$ cat config.mk
export PLATFORM = sky130hd
export DESIGN_NAME = gpip_ports
export DESIGN_NICKNAME = d
export VERILOG_FILES = /design/src/rtl/gpip_pkg.sv /design/src/rtl/gpip_ports.sv
export SDC_FILE = /design/constraint.sdc
export NUM_CORES = 1
export LEC_CHECK = 0
export BUFFER_PORTS_ARGS = -buffer_cell sky130_fd_sc_hd__buf_2
export CAP_MARGIN = 15
export CELL_PAD_IN_SITES_DETAIL_PLACEMENT = 1
export CELL_PAD_IN_SITES_GLOBAL_PLACEMENT = 1
export CORE_ASPECT_RATIO = 0.6
export CORE_MARGIN = 1
export CORE_UTILIZATION = 45
export CTS_CLUSTER_DIAMETER = 200
export DETAILED_ROUTE_END_ITERATION = 8
export GPL_TIMING_DRIVEN = 0
export PLACE_DENSITY_LB_ADDON = 0.05
export SYNTH_ARGS = -nofsm -noshare
export SYNTH_HDL_FRONTEND = slang
export SYNTH_SLANG_ARGS = --single-unit
$ cat constraint.sdc
create_clock -name ref_clk -period 8.57 [get_ports ref_clk]
set_clock_uncertainty 0.2 [all_clocks]
set_input_delay 0.4285 -clock ref_clk [delete_from_list [all_inputs] [get_ports ref_clk]]
set_output_delay 0.4285 -clock ref_clk [all_outputs]
set_load 0.01 [all_outputs]
$ cat src/rtl/gpip_pkg.sv
// Package with register map, field masks and carrier types of the two-port GPIO block.
package gpip_pkg;

   // ----------------------------------------------------------------
   // Bus geometry
   // ----------------------------------------------------------------
   localparam int AW = 4;
   localparam int DW = 8;

   // ----------------------------------------------------------------
   // Register offsets
   // ----------------------------------------------------------------
   localparam logic [AW-1:0] OFS_H_PULL_EN = 4'h0;
   localparam logic [AW-1:0] OFS_H_POL = 4'h1;
   localparam logic [AW-1:0] OFS_H_IE = 4'h2;
   localparam logic [AW-1:0] OFS_H_IF = 4'h3;
   localparam logic [AW-1:0] OFS_J_DATA = 4'h4;
   localparam logic [AW-1:0] OFS_J_IN = 4'h5;
   localparam logic [AW-1:0] OFS_J_DIR = 4'h6;
   localparam logic [AW-1:0] OFS_J_RDR = 4'h7;
   localparam logic [AW-1:0] OFS_J_POL = 4'h8;
   localparam logic [AW-1:0] OFS_J_IE = 4'h9;
   localparam logic [AW-1:0] OFS_J_IF = 4'hA;

   // ----------------------------------------------------------------
   // Field masks and reset values
   // ----------------------------------------------------------------
   localparam logic [DW-1:0] H_IMPL_MASK = 8'hFF;
   localparam logic [DW-1:0] J_IMPL_MASK = 8'hC3;
   localparam logic [DW-1:0] REG_RESET = 8'h00;
   localparam logic [DW-1:0] RD_UNMAPPED = 8'h00;
   localparam logic [1:0] RST_SYNC_RESET = 2'h0;

   // ----------------------------------------------------------------
   // Carrier types
   // ----------------------------------------------------------------
   typedef struct packed {
      logic [DW-1:0] pull_en;
      logic [DW-1:0] pol;
      logic [DW-1:0] ie;
   } gpip_hcfg_t;

   typedef struct packed {
      logic [DW-1:0] data;
      logic [DW-1:0] dir;
      logic [DW-1:0] rdr;
      logic [DW-1:0] pol;
      logic [DW-1:0] ie;
   } gpip_jcfg_t;

endpackage

$ cat src/rtl/gpip_ports.sv
// Two-port GPIO block: pull control, edge pin interrupts, data and drive control.
//
// The placing of the registers and the address-and-strobe port were decided locally.
`timescale 1ns/100ps
`default_nettype none

// ----------------------------------------------------------------
// Pin synchroniser, edge detector and sticky flags for one port
// ----------------------------------------------------------------
module gpip_edge_flags
   import gpip_pkg::*;
#(
   parameter logic [DW-1:0] MASK = 8'hFF
) (
   input wire logic ref_clk,
   input wire logic rst_n,
   input wire logic [DW-1:0] pin_in,
   input wire logic [DW-1:0] pol,
   input wire logic [DW-1:0] clr,
   output logic [DW-1:0] pin_s,
   output logic [DW-1:0] pin_p,
   output logic [DW-1:0] act,
   output logic [DW-1:0] flags
);
   logic [DW-1:0] meta_q;
   logic [DW-1:0] sync_q;
   logic [DW-1:0] prev_q;
   logic [DW-1:0] flags_q;
   logic [DW-1:0] flags_d;
   logic [DW-1:0] rise;
   logic [DW-1:0] fall;

   // The first stage only feeds the second; edges look at stages two and three.
   always_ff @(posedge ref_clk or negedge rst_n) begin
      if (!rst_n) begin
         meta_q <= REG_RESET;
         sync_q <= REG_RESET;
         prev_q <= REG_RESET;
      end else begin
         meta_q <= pin_in;
         sync_q <= meta_q;
         prev_q <= sync_q;
      end
   end

   // Edge choice follows the polarity bit, which on the first port also selects the pull.
   assign rise = sync_q & ~prev_q;
   assign fall = ~sync_q & prev_q;
   assign act = MASK & ((rise & pol) | (fall & ~pol));
   // A new edge in the clearing cycle wins, so no event is lost.
   assign flags_d = MASK & ((flags_q & ~clr) | act);

   always_ff @(posedge ref_clk or negedge rst_n) begin
      if (!rst_n) begin
         flags_q <= REG_RESET;
      end else begin
         flags_q <= flags_d;
      end
   end

   assign pin_s = sync_q;
   assign pin_p = prev_q;
   assign flags = flags_q;
endmodule

// ----------------------------------------------------------------
// Top level
// ----------------------------------------------------------------
module gpip_ports
   import gpip_pkg::*;
(
   input wire logic ref_clk,
   input wire logic nrst,
   input wire logic [AW-1:0] reg_addr,
   input wire logic [DW-1:0] reg_wdata,
   input wire logic reg_wr,
   input wire logic reg_rd,
   output logic [DW-1:0] reg_rdata,
   input wire logic [DW-1:0] hport_pin_in,
   input wire logic [DW-1:0] hport_dir,
   output logic [DW-1:0] hport_pull_on,
   output logic [DW-1:0] hport_pull_down,
   output logic hport_irq,
   input wire logic [DW-1:0] jport_pin_in,
   output logic [DW-1:0] jport_pin_out,
   output logic [DW-1:0] jport_pin_oe,
   output logic [DW-1:0] jport_drive_reduced,
   output logic jport_irq
);
   logic [1:0] rst_q;
   logic rst_n;
   gpip_hcfg_t h_q;
   gpip_hcfg_t h_d;
   gpip_jcfg_t j_q;
   gpip_jcfg_t j_d;
   logic [DW-1:0] rdata_q;
   logic [DW-1:0] rdata_d;
   logic [DW-1:0] h_pin_s;
   logic [DW-1:0] h_pin_p;
   logic [DW-1:0] h_act;
   logic [DW-1:0] h_flags;
   logic [DW-1:0] j_pin_s;
   logic [DW-1:0] j_pin_p;
   logic [DW-1:0] j_act;
   logic [DW-1:0] j_flags;
   logic [DW-1:0] wm;
   logic [DW-1:0] h_clr;
   logic [DW-1:0] j_clr;
   logic [DW-1:0] j_data_rd;
   logic [DW-1:0] j_wr_val;

   // ----------------------------------------------------------------
   // Reset release
   // ----------------------------------------------------------------
   // Assertion is immediate; release waits two edges so no flop sees a runt.
   always_ff @(posedge ref_clk or negedge nrst) begin
      if (!nrst) begin
         rst_q <= RST_SYNC_RESET;
      end else begin
         rst_q <= {rst_q[0], 1'b1};
      end
   end
   assign rst_n = rst_q[1];

   // ----------------------------------------------------------------
   // Write decode
   // ----------------------------------------------------------------
   // The input register offset has no write term, so a write there is dropped.
   assign wm = reg_wr ? reg_wdata : REG_RESET;
   assign j_wr_val = reg_wdata & J_IMPL_MASK;
   assign h_clr = (reg_addr == OFS_H_IF) ? wm : REG_RESET;
   assign j_clr = (reg_addr == OFS_J_IF) ? (wm & J_IMPL_MASK) : REG_RESET;
   assign h_d.pull_en = (reg_wr && reg_addr == OFS_H_PULL_EN) ? reg_wdata : h_q.pull_en;
   assign h_d.pol = (reg_wr && reg_addr == OFS_H_POL) ? reg_wdata : h_q.pol;
   assign h_d.ie = (reg_wr && reg_addr == OFS_H_IE) ? reg_wdata : h_q.ie;
   assign j_d.data = (reg_wr && reg_addr == OFS_J_DATA) ? j_wr_val : j_q.data;
   assign j_d.dir = (reg_wr && reg_addr == OFS_J_DIR) ? j_wr_val : j_q.dir;
   assign j_d.rdr = (reg_wr && reg_addr == OFS_J_RDR) ? j_wr_val : j_q.rdr;
   assign j_d.pol = (reg_wr && reg_addr == OFS_J_POL) ? j_wr_val : j_q.pol;
   assign j_d.ie = (reg_wr && reg_addr == OFS_J_IE) ? j_wr_val : j_q.ie;

   // Control registers; all clear to zero at reset.
   always_ff @(posedge ref_clk or negedge rst_n) begin
      if (!rst_n) begin
         h_q <= '0;
         j_q <= '0;
      end else begin
         h_q <= h_d;
         j_q <= j_d;
      end
   end

   // ----------------------------------------------------------------
   // Edge detection and flags
   // ----------------------------------------------------------------
   gpip_edge_flags #(.MASK(H_IMPL_MASK)) u_hport (
      .ref_clk(ref_clk),
      .rst_n(rst_n),
      .pin_in(hport_pin_in),
      .pol(h_q.pol),
      .clr(h_clr),
      .pin_s(h_pin_s),
      .pin_p(h_pin_p),
      .act(h_act),
      .flags(h_flags)
   );

   // Edges are watched on the pin itself, so outputs flag as well.
   gpip_edge_flags #(.MASK(J_IMPL_MASK)) u_jport (
      .ref_clk(ref_clk),
      .rst_n(rst_n),
      .pin_in(jport_pin_in),
      .pol(j_q.pol),
      .clr(j_clr),
      .pin_s(j_pin_s),
      .pin_p(j_pin_p),
      .act(j_act),
      .flags(j_flags)
   );

   // ----------------------------------------------------------------
   // Pin control and interrupt requests
   // ----------------------------------------------------------------
   // A pull makes no sense against a driven pin, so direction gates it.
   assign hport_pull_on = h_q.pull_en & ~hport_dir;
   assign hport_pull_down = h_q.pol;
   assign hport_irq = |(h_flags & h_q.ie);
   assign jport_irq = |(j_flags & j_q.ie);
   assign jport_pin_oe = j_q.dir;
   assign jport_pin_out = j_q.data;
   // Strength only matters while something drives the pin.
   assign jport_drive_reduced = j_q.rdr & j_q.dir;

   // ----------------------------------------------------------------
   // Read path
   // ----------------------------------------------------------------
   // Synchronised pin state is used, so reads lag the pin by two cycles.
   assign j_data_rd = J_IMPL_MASK & ((j_q.dir & j_q.data) | (~j_q.dir & j_pin_s));
   assign rdata_d = !reg_rd ? REG_RESET :
                    (reg_addr == OFS_H_PULL_EN) ? h_q.pull_en :
                    (reg_addr == OFS_H_POL) ? h_q.pol :
                    (reg_addr == OFS_H_IE) ? h_q.ie :
                    (reg_addr == OFS_H_IF) ? h_flags :
                    (reg_addr == OFS_J_DATA) ? j_data_rd :
                    (reg_addr == OFS_J_IN) ? (j_pin_s & J_IMPL_MASK) :
                    (reg_addr == OFS_J_DIR) ? j_q.dir :
                    (reg_addr == OFS_J_RDR) ? j_q.rdr :
                    (reg_addr == OFS_J_POL) ? j_q.pol :
                    (reg_addr == OFS_J_IE) ? j_q.ie :
                    (reg_addr == OFS_J_IF) ? j_flags : RD_UNMAPPED;

   // Read data stand only in the cycle after the strobe.
   always_ff @(posedge ref_clk or negedge rst_n) begin
      if (!rst_n) begin
         rdata_q <= REG_RESET;
      end else begin
         rdata_q <= rdata_d;
      end
   end
   assign reg_rdata = rdata_q;

   // ----------------------------------------------------------------
   // Assertions
   // ----------------------------------------------------------------
   a_pull_after_write: assert property (@(posedge ref_clk) disable iff (!rst_n)
      (reg_wr && reg_addr == OFS_H_PULL_EN) ##1 $stable(hport_dir)
      |-> hport_pull_on == ($past(reg_wdata) & ~hport_dir))
      else $error("pull enable not applied to input pins");

   a_rise_sets_flag: assert property (@(posedge ref_clk) disable iff (!rst_n)
      ((h_pin_s & ~h_pin_p & h_q.pol) != 8'h00)
      |=> (h_flags & $past(h_pin_s & ~h_pin_p & h_q.pol)) == $past(h_pin_s & ~h_pin_p & h_q.pol))
      else $error("rising edge did not set flag");

   a_fall_sets_flag: assert property (@(posedge ref_clk) disable iff (!rst_n)
      ((~h_pin_s & h_pin_p & ~h_q.pol) != 8'h00)
      |=> (h_flags & $past(~h_pin_s & h_pin_p & ~h_q.pol)) == $past(~h_pin_s & h_pin_p & ~h_q.pol))
      else $error("falling edge did not set flag");

   a_wrong_edge_quiet: assert property (@(posedge ref_clk) disable iff (!rst_n)
      ((h_flags & ~$past(h_flags)
        & ~$past((h_pin_s & ~h_pin_p & h_q.pol) | (~h_pin_s & h_pin_p & ~h_q.pol))) == 8'h00))
      else $error("edge of wrong polarity flagged");

   a_w1c_clears: assert property (@(posedge ref_clk) disable iff (!rst_n)
      (reg_wr && reg_addr == OFS_H_IF)
      |=> ((h_flags & $past(reg_wdata & ~h_act)) == 8'h00)
          && ((h_flags & ~$past(reg_wdata)) == ($past(h_flags | h_act) & ~$past(reg_wdata))))
      else $error("flag clear by write-one failed");

   a_irq_enabled_flag: assert property (@(posedge ref_clk) disable iff (!rst_n)
      ((h_flags & h_q.ie) != 8'h00) |-> hport_irq)
      else $error("enabled flag raised no request");

   a_irq_needs_enable: assert property (@(posedge ref_clk) disable iff (!rst_n)
      hport_irq |-> (h_flags & h_q.ie) != 8'h00)
      else $error("request without enabled flag");

   a_jflag_edge: assert property (@(posedge ref_clk) disable iff (!rst_n)
      (j_act != 8'h00) |=> ((j_flags & $past(j_act)) == $past(j_act)) && ((j_flags & ~J_IMPL_MASK) == 8'h00))
      else $error("second port edge not flagged");

   a_jdata_read: assert property (@(posedge ref_clk) disable iff (!rst_n)
      (reg_rd && reg_addr == OFS_J_DATA)
      |=> reg_rdata == $past(J_IMPL_MASK & ((j_q.dir & j_q.data) | (~j_q.dir & j_pin_s))))
      else $error("data register read from wrong source");

   a_jin_read: assert property (@(posedge ref_clk) disable iff (!rst_n)
      (reg_rd && reg_addr == OFS_J_IN) |=> reg_rdata == $past(j_pin_s & J_IMPL_MASK))
      else $error("input register not pin state");

   a_jin_write_ignored: assert property (@(posedge ref_clk) disable iff (!rst_n)
      (reg_wr && reg_addr == OFS_J_IN) |=> $stable(j_q) && $stable(h_q))
      else $error("write to input register changed state");

   a_jdrive_follows: assert property (@(posedge ref_clk) disable iff (!rst_n)
      (reg_wr && reg_addr == OFS_J_DIR) |=> jport_pin_oe == ($past(reg_wdata) & J_IMPL_MASK)
      ##0 jport_pin_out == j_q.data)
      else $error("direction write not driven to pins");

   a_reduced_gate: assert property (@(posedge ref_clk) disable iff (!rst_n)
      (reg_wr && reg_addr == OFS_J_RDR) ##1 $stable(j_q.dir)
      |-> jport_drive_reduced == ($past(reg_wdata) & J_IMPL_MASK & j_q.dir))
      else $error("reduced drive not gated by direction");

   a_reset_clear: assert property (@(posedge ref_clk) $rose(rst_n)
      |-> h_q == '0 && j_q == '0 && h_flags == 8'h00 && !hport_irq && !jport_irq)
      else $error("state not cleared by reset");

   // Masking and the second port's request line.
   a_irq_off_masked: assert property (@(posedge ref_clk) disable iff (!rst_n)
      (h_q.ie == 8'h00) |-> !hport_irq)
      else $error("masked flags raised a request");

   a_jirq_request: assert property (@(posedge ref_clk) disable iff (!rst_n)
      ((j_flags & j_q.ie) != 8'h00) |-> jport_irq)
      else $error("second port enabled flag raised no request");

   a_jirq_masked: assert property (@(posedge ref_clk) disable iff (!rst_n)
      (j_q.ie == 8'h00) |-> !jport_irq)
      else $error("second port masked flags raised a request");

   // Pull control follows the registers and never fights a driven pin.
   a_pull_down_follows: assert property (@(posedge ref_clk) disable iff (!rst_n)
      (reg_wr && reg_addr == OFS_H_POL) |=> hport_pull_down == $past(reg_wdata))
      else $error("pull direction does not follow polarity");

   a_pull_out_gate: assert property (@(posedge ref_clk) disable iff (!rst_n)
      (hport_pull_on & hport_dir) == 8'h00)
      else $error("pull device on for a driven pin");

   // Flags are sticky: only a written one removes them, and a new edge beats the clear.
   a_flag_sticky: assert property (@(posedge ref_clk) disable iff (!rst_n)
      !(reg_wr && reg_addr == OFS_H_IF) |=> (h_flags & $past(h_flags)) == $past(h_flags))
      else $error("flag dropped without a clear");

   a_flag_set_wins: assert property (@(posedge ref_clk) disable iff (!rst_n)
      (reg_wr && reg_addr == OFS_H_IF) |=> (h_flags & $past(h_act)) == $past(h_act))
      else $error("edge lost in the clearing cycle");

   a_hflags_read: assert property (@(posedge ref_clk) disable iff (!rst_n)
      (reg_rd && reg_addr == OFS_H_IF) |=> reg_rdata == $past(h_flags))
      else $error("flag register read wrong");

   a_jflag_sticky: assert property (@(posedge ref_clk) disable iff (!rst_n)
      !(reg_wr && reg_addr == OFS_J_IF) |=> (j_flags & $past(j_flags)) == $past(j_flags))
      else $error("second port flag dropped without a clear");

   a_jflag_clear: assert property (@(posedge ref_clk) disable iff (!rst_n)
      (reg_wr && reg_addr == OFS_J_IF) |=> (j_flags & $past(reg_wdata & J_IMPL_MASK & ~j_act)) == 8'h00)
      else $error("second port flag not cleared by write-one");

   a_jpol_edge: assert property (@(posedge ref_clk) disable iff (!rst_n)
      ((j_flags & ~$past(j_flags)
        & ~$past((j_pin_s & ~j_pin_p & j_q.pol) | (~j_pin_s & j_pin_p & ~j_q.pol))) == 8'h00))
      else $error("second port flag set without its active edge");

   // Second port pins: missing bits stay quiet and the drive follows the registers.
   a_junimpl_zero: assert property (@(posedge ref_clk) disable iff (!rst_n)
      ((jport_pin_out | jport_pin_oe | jport_drive_reduced | j_flags) & ~J_IMPL_MASK) == 8'h00)
      else $error("unimplemented second port bit active");

   a_jdata_out: assert property (@(posedge ref_clk) disable iff (!rst_n)
      (reg_wr && reg_addr == OFS_J_DATA) |=> jport_pin_out == ($past(reg_wdata) & J_IMPL_MASK))
      else $error("data write not driven to pins");

   a_jreduced_input: assert property (@(posedge ref_clk) disable iff (!rst_n)
      (jport_drive_reduced & ~jport_pin_oe) == 8'h00)
      else $error("reduced drive set on an input pin");

   // Both synchronisers are exactly two stages deep once reset has been gone two cycles.
   a_pin_sync_lag: assert property (@(posedge ref_clk) disable iff (!rst_n)
      $past(rst_n, 2) |-> h_pin_s == $past(hport_pin_in, 2) && j_pin_s == $past(jport_pin_in, 2))
      else $error("pin synchroniser depth wrong");

endmodule

`default_nettype wire

==> results of run 1 <==
state kept, by name (all words and copies together) (netlist names):
name	flops
u_jport.pin_s	4
u_jport.flags	4
u_hport.flags	8
h_q	16
hport_pull_down	8
u_hport.pin_s	8
u_jport.meta_q	4
reg_rdata	8
u_jport.pin_p	4
jport_pin_oe	4
rst_q	2
jport_pin_out	4
u_hport.pin_p	8
j_q	12
u_hport.meta_q	8
per-layer routing:
layer | global-route usage [%] | wire length, µm
met1 | 35.03 | 5773
met2 | 37.25 | 5254
met3 | 7.746 | 846
met4 | 6.628 | 143
met5 | 0 | 0
cell type report:
cell class              count  area share, %
multi-input cells         246          30.94
repair buffers             86          9.310
plain buffers              41          5.150
clock inverters             6         0.9669
well taps                 130          2.923
clock buffers              10          4.295
flip-flops and latches    102          45.94
inverters                   7         0.4722
power by group:
part           leakage, µW  switching (µW)  internal (µW)  total, µW
combinational      0.00125             106            126        232
sequential         0.00120            62.6            543        605
clock             0.000142             193            210        403
synth_stat cells (4+ instances only):
master	instances	area share, %
inv_1	7	0.58
a22oi_1	8	1.3
o21ai_0	21	2.3
o211ai_1	7	1.2
nand2_1	44	3.6
nor3_4	4	1.4
a21oi_1	5	0.55
nor2b_1	13	1.8
a221o_1	5	1.1
nand2b_1	12	1.7
buf_2	7	0.77
mux2_2	35	8.7
and3_1	4	0.55
mux2i_1	6	1.3
dfrtp_1	102	56
buf_4	29	4.8
a221oi_1	4	0.77
nor2_1	21	1.7
and2_1	5	0.69
cells by family after synthesis:
| family | count (synthesis) | share of synthesized area [%] |
|---|---|---|
| compound gates | 65 | 9.909 |
| buf+inv | 48 | 6.881 |
| flops | 102 | 56.15 |
| mux | 45 | 12.06 |
| other cells | 2 | 0.1652 |
| simple gates | 123 | 14.84 |
metrics by stage:
step	setup slack, ps	instance area (µm²)
after CTS	6372	5564
after global routing	6244	5564
after floorplan	5318	4587
after global placement	4249	5110
after detailed placement	6046	5141
final	6369	5564
timing repair:
item,4_1_cts,5_1_grt
resized for setup,0,0
hold buffers,13,0
hold endpoints to repair,14,0
worst max-delay path, cell delays in order:
cell      delay (ps)
buf_2            110
buf_2            180
nor2_1           500
nand2_1          370
clkbuf_1         360
nand2_1          140
o21ai_0          100
worst max path at each step:
| stage | slack (ps) | cells past startpoint | from | endpoint |
|---|---|---|---|---|
| after global routing | 6240 | 7 | reg_addr[3] | h_q[20] |
| final | 6370 | 7 | reg_addr[3] | h_q[22] |
| after CTS | 6370 | 7 | reg_addr[3] | h_q[22] |
| after detailed placement | 6050 | 7 | reg_addr[3] | h_q[20] |
| after floorplan | 5320 | 0 | rst_q[1] | h_q[0] |
| after global placement | 4250 | 0 | rst_q[1] | u_jport.pin_s[1] |
==> run_results.csv, run 1 <==
group,metric,value,unit
layout,multi_input_area,0.001722,mm²
synthesis,avgSynthCellArea,11.81,µm²
place,dp.cells,599,
cts,clk_path_buf_depth,2,
place,dp_hpwl,8.610,mm
layout,final_cell_mix,"101 x dfrtp_1, 79 x buf_2, 44 x nand2_1",
timing,maxSlewViolCount,0,
place,gp_congestion,0.8311,
floorplanning,num_rows,27,
cts,cts_setup_buffers,0,
power_and_ir_drop,power.total,1241,µW
timing,fin_crit,2201,ps
timing,setup_viol,0,
timing,tightest_slew,607.3,ps
synthesis,syn_inst,385,
layout,nets,533,
cts,cts.sinks,102,
place,io_buffers,72,
critical_path,worstPathArrival,2210,ps
cts,cts_tree,"done",
layout,nFillCells,1019,
cts,numCtsBuffers,9,
grt,grt_antenna_before_repair,0,
detailed_routing,ant_nets,0,
critical_path,cp-end-kind,"register",
power_and_ir_drop,powerDensity,222.9,mW/mm²
timing,period_share,25.68,%
critical_path,ff2ff_setup_slack,6990,ps
layout,fin_util,58.61,%
timing,maxSlewHeadroom,59.37,%
critical_path,rr_endpoint,"reg_rdata[7]",
floorplanning,initial_core_util,47.88,%
detailed_routing,vias_per_cell,5.312,
power_and_ir_drop,leakage,0.002592,µW
layout,fin_cells,628,
cts,h-tree-depth,3,
floorplanning,pin_count,90,
floorplanning,die_area,0.01052,mm²
layout,regArea,0.002556,mm²
synthesis,yosysWarningCount,0,
synthesis,synth_edf_count,0,
worst_hold_path,hold_path_class,"register to asynchronous set/reset pin",
floorplanning,die_x,131.8,µm
synthesis,ys_ff_latch,102,
status,status,"completed",
layout,area_delta_synth_final,22.41,%
layout,antennaDiodeCount,0,
synthesis,async_reset_ff_share,100.0,%
detailed_routing,drt_pass1_iterations,4,
detailed_routing,drtIter0Drc,139,
grt,overflow,0,
layout,drive_gt1_share,35.34,%
synthesis,synthFlopType,"dfrtp_1",
critical_path,crit_path_start_kind,"primary input",
timing,rsz0062_at_grt,"no",
detailed_routing,drc,0,
synthesis,ys_types,46,
timing,hold_viol,0,
detailed_routing,avgRoutedWirePerCell,19.14,µm
detailed_routing,via_count,3336,
grt,grt_max_degree,74,
critical_path,critPathMaxFanout,10,
timing,tns,0,ps
critical_path,r2r-start,"hport_pull_down[7]",
timing,whs,67.33,ps
grt,grt_pass1_wl,19.44,mm
detailed_routing,drt-total-wl,12.02,mm
grt,first_global_vias,3514,
run,max-cap-violations,0,
floorplanning,core_area,0.009493,mm²
cts,clk_pin_slew,70,ps
critical_path,worst_r2r_path_depth,4,
synthesis,syn_area,0.004546,mm²
floorplanning,die_h,79.85,µm
grt,grt_util_all_layers,24.92,%
power_and_ir_drop,irDropWorstVdd,101.8,µV
critical_path,path_class,"primary input to register",
cts,clock_latency,350,ps
cts,cts-root-buf,"clkbuf_16",
timing,timing.fmax,454.3,MHz
layout,mostFrequentLayoutCell,"dfrtp_1",
synthesis,seq_area_frac_synth,56.15,%
critical_path,crit_required,8580,ps
No activity file was read; power rests on OpenSTA's default activity.
==> run 2, diff against run 1 <==
Settings changed: CORE_UTILIZATION 45 to 43.
Clock period 8.57 ns to 2.1 ns, I/O delays scaled along.
==> run 2 against run 1 <==
Critical path depth unchanged. Critical path type unchanged. Count of clock-buffer cells in the layout unchanged. Via count up 1.3%. Core utilization down 2.2 points. Final cell count up 2.4%. Sequential share of layout area down 0.84 points. Worst setup slack worse by 6100 ps. Routed wire length up 0.74%. Non-clock buffer count up 10. Register-to-register slack worse by 6600 ps. Die area up 4.6%.
==> run_results.csv, run 2 (synthesis results as in run 1) <==
group,metric,value,unit
worst_hold_path,hold_path_class,"primary input to register",
floorplanning,die_area,0.01100,mm²
floorplanning,core_area,0.01005,mm²
detailed_routing,drc,0,
floorplanning,pin_count,90,
power_and_ir_drop,intPower,3599,µW
cts,ctsHoldBuffers,23,
critical_path,cp_cell_sequence,"buf_2, buf_2, nor2_1, nand2_1, clkbuf_1, nand2_1, o21ai_0",
layout,nets,543,
place,gp_congestion,0.8125,
critical_path,critical_path.slowest_cell,"nor2_1",
grt,grt_util_all_layers,24.43,%
grt,use_met3,4.568,%
critical_path,crit_required,2110,ps
grt,grt_pass1_wl,19.44,mm
place,dp_hpwl,8.657,mm
cts,cts-root-buf,"clkbuf_16",
power_and_ir_drop,powerDensity,890.3,mW/mm²
layout,antennaDiodeCount,0,
critical_path,critPathBufInv,3,
grt,gr-usage-met2,37.22,%
layout,largest_reg_flops,16,
grt,busiest_layer,"met2",
timing,fin_crit,1823,ps
detailed_routing,drt-total-wl,12.11,mm
detailed_routing,drt_pass1_iterations,5,
cts,clk_path_buf_depth,2,
place,dp.cells,604,
layout,drive_gt1_share,34.65,%
layout,largestRegisters,"h_q (16), j_q (12)",
status,status,"completed",
layout,final_cell_mix,"101 x dfrtp_1, 79 x buf_2, 44 x nand2_1",
layout,fin_util,56.37,%
layout,final_cell_area,0.005668,mm²
timing,hold_viol,0,
floorplanning,die_x,134.7,µm
layout,nFillCells,1088,
floorplanning,initial_core_util,45.21,%
cts,cts_tree,"done",
critical_path,critPathMaxFanout,10,
timing,whs,109.9,ps
power_and_ir_drop,seq_power_share,49.1,%
run,max-cap-violations,0,
critical_path,critPathTopFamily,"simple AND/OR/NAND/NOR gates",
floorplanning,num_rows,28,
detailed_routing,ant_nets,0,
critical_path,worstPathArrival,1840,ps
grt,overflow,0,
layout,mostFrequentLayoutCell,"dfrtp_1",
floorplanning,die_h,81.64,µm
timing,fin_ws,276.9,ps
grt,grt_antenna_before_repair,0,
timing,maxSlewHeadroom,54.51,%
cts,cts_resized,0,
timing,tightest_slew,682.4,ps
cts,h-tree-depth,3,
power_and_ir_drop,leakage,0.002638,µW
critical_path,crit_path_max_incr_delay,500,ps
detailed_routing,via_count,3381,
grt,grt_max_degree,52,
critical_path,cp-end-kind,"register",
timing,setup_viol,0,
timing,maxSlewViolCount,0,
cts,cts.sinks,102,
power_and_ir_drop,p_clk_share,32.0,%
layout,fin_cells,643,
timing,period_share,86.82,%
cts,cts_setup_buffers,0,
grt,grt.met1_usage,35.38,%
cts,clk_pin_slew,70,ps
cts,clock_latency,350,ps
critical_path,ff2ff_setup_slack,410,ps
grt,first_global_vias,3535,
power_and_ir_drop,pwr-share-comb,18.9,%
detailed_routing,vias_per_cell,5.258,
power_and_ir_drop,power_switching,1447,µW
critical_path,path_class,"primary input to register",
cts,numCtsBuffers,9,
power_and_ir_drop,power_switching_share,28.68,%
timing,timing.fmax,548.5,MHz
detailed_routing,drtIter0Drc,227,
layout,area_delta_synth_final,24.69,%
detailed_routing,avgRoutedWirePerCell,18.83,µm
place,placed_cell_area,0.005147,mm²
power_and_ir_drop,irDropWorstVdd,448.6,µV
place,io_buffers,72,
timing,rsz0062_at_grt,"no",
layout,top_register,"h_q",
place,dpl_worst_slack,-74.55,ps
critical_path,crit_path_start_kind,"primary input",
run 2: layer usage:
metal / vias up / routed length [µm]
met2: 85 / 5414
met3: 12 / 578
li1: 1560 / -
met1: 1724 / 5958
met5: - / 0
met4: 0 / 156
run 2: worst reg2reg max path: stages (launching register included):
cell      delay (ps)
dfrtp_1          460
mux2_2           290
or3_1            310
o311ai_0         140
a21oi_1          140
run 2: worst paths after layout:
check                                   start           endpoint  cells past startpoint
max                               reg_addr[3]            h_q[20]                      7
min                                    reg_wr   u_jport.flags[0]                      5
max reg2reg                hport_pull_down[7]       reg_rdata[7]                      4
min reg2reg                 u_hport.meta_q[2]   u_hport.pin_s[2]                      0
max in group asynchronous            rst_q[1]             j_q[9]                      1
min in group asynchronous            rst_q[1]  u_hport.meta_q[2]                      0
run 2: power groups by stage:
stage	logic [µW]	registers, µW	clock network, µW
global route	1050	2530	1740
finish	953	2480	1610
global placement	858	2520	0
floorplan	629	2430	0
CTS	956	2480	1670
detailed placement	916	2520	0
run 2: final cells by class:
type / count / area [µm²] / share of cell area, %
Timing Repair Buffer: 96 / 618.1 / 10.91
Clock buffer: 10 / 239.0 / 4.216
Multi-Input combinational cell: 246 / 1722 / 30.38
Tap cell: 135 / 168.9 / 2.980
Buffer: 41 / 286.5 / 5.055
Clock inverter: 6 / 51.30 / 0.9051
Inverter: 7 / 26.28 / 0.4636
Sequential cell: 102 / 2556 / 45.10
run 2: per-stage QoR:
step	setup TNS [ps]	total power (µW)
5_1_grt	0	5315
4_1_cts	0	5106
3_3_place_gp	-43140	3376
6_report	0	5046
3_5_place_dp	-185.2	3433
2_1_floorplan	0	3058
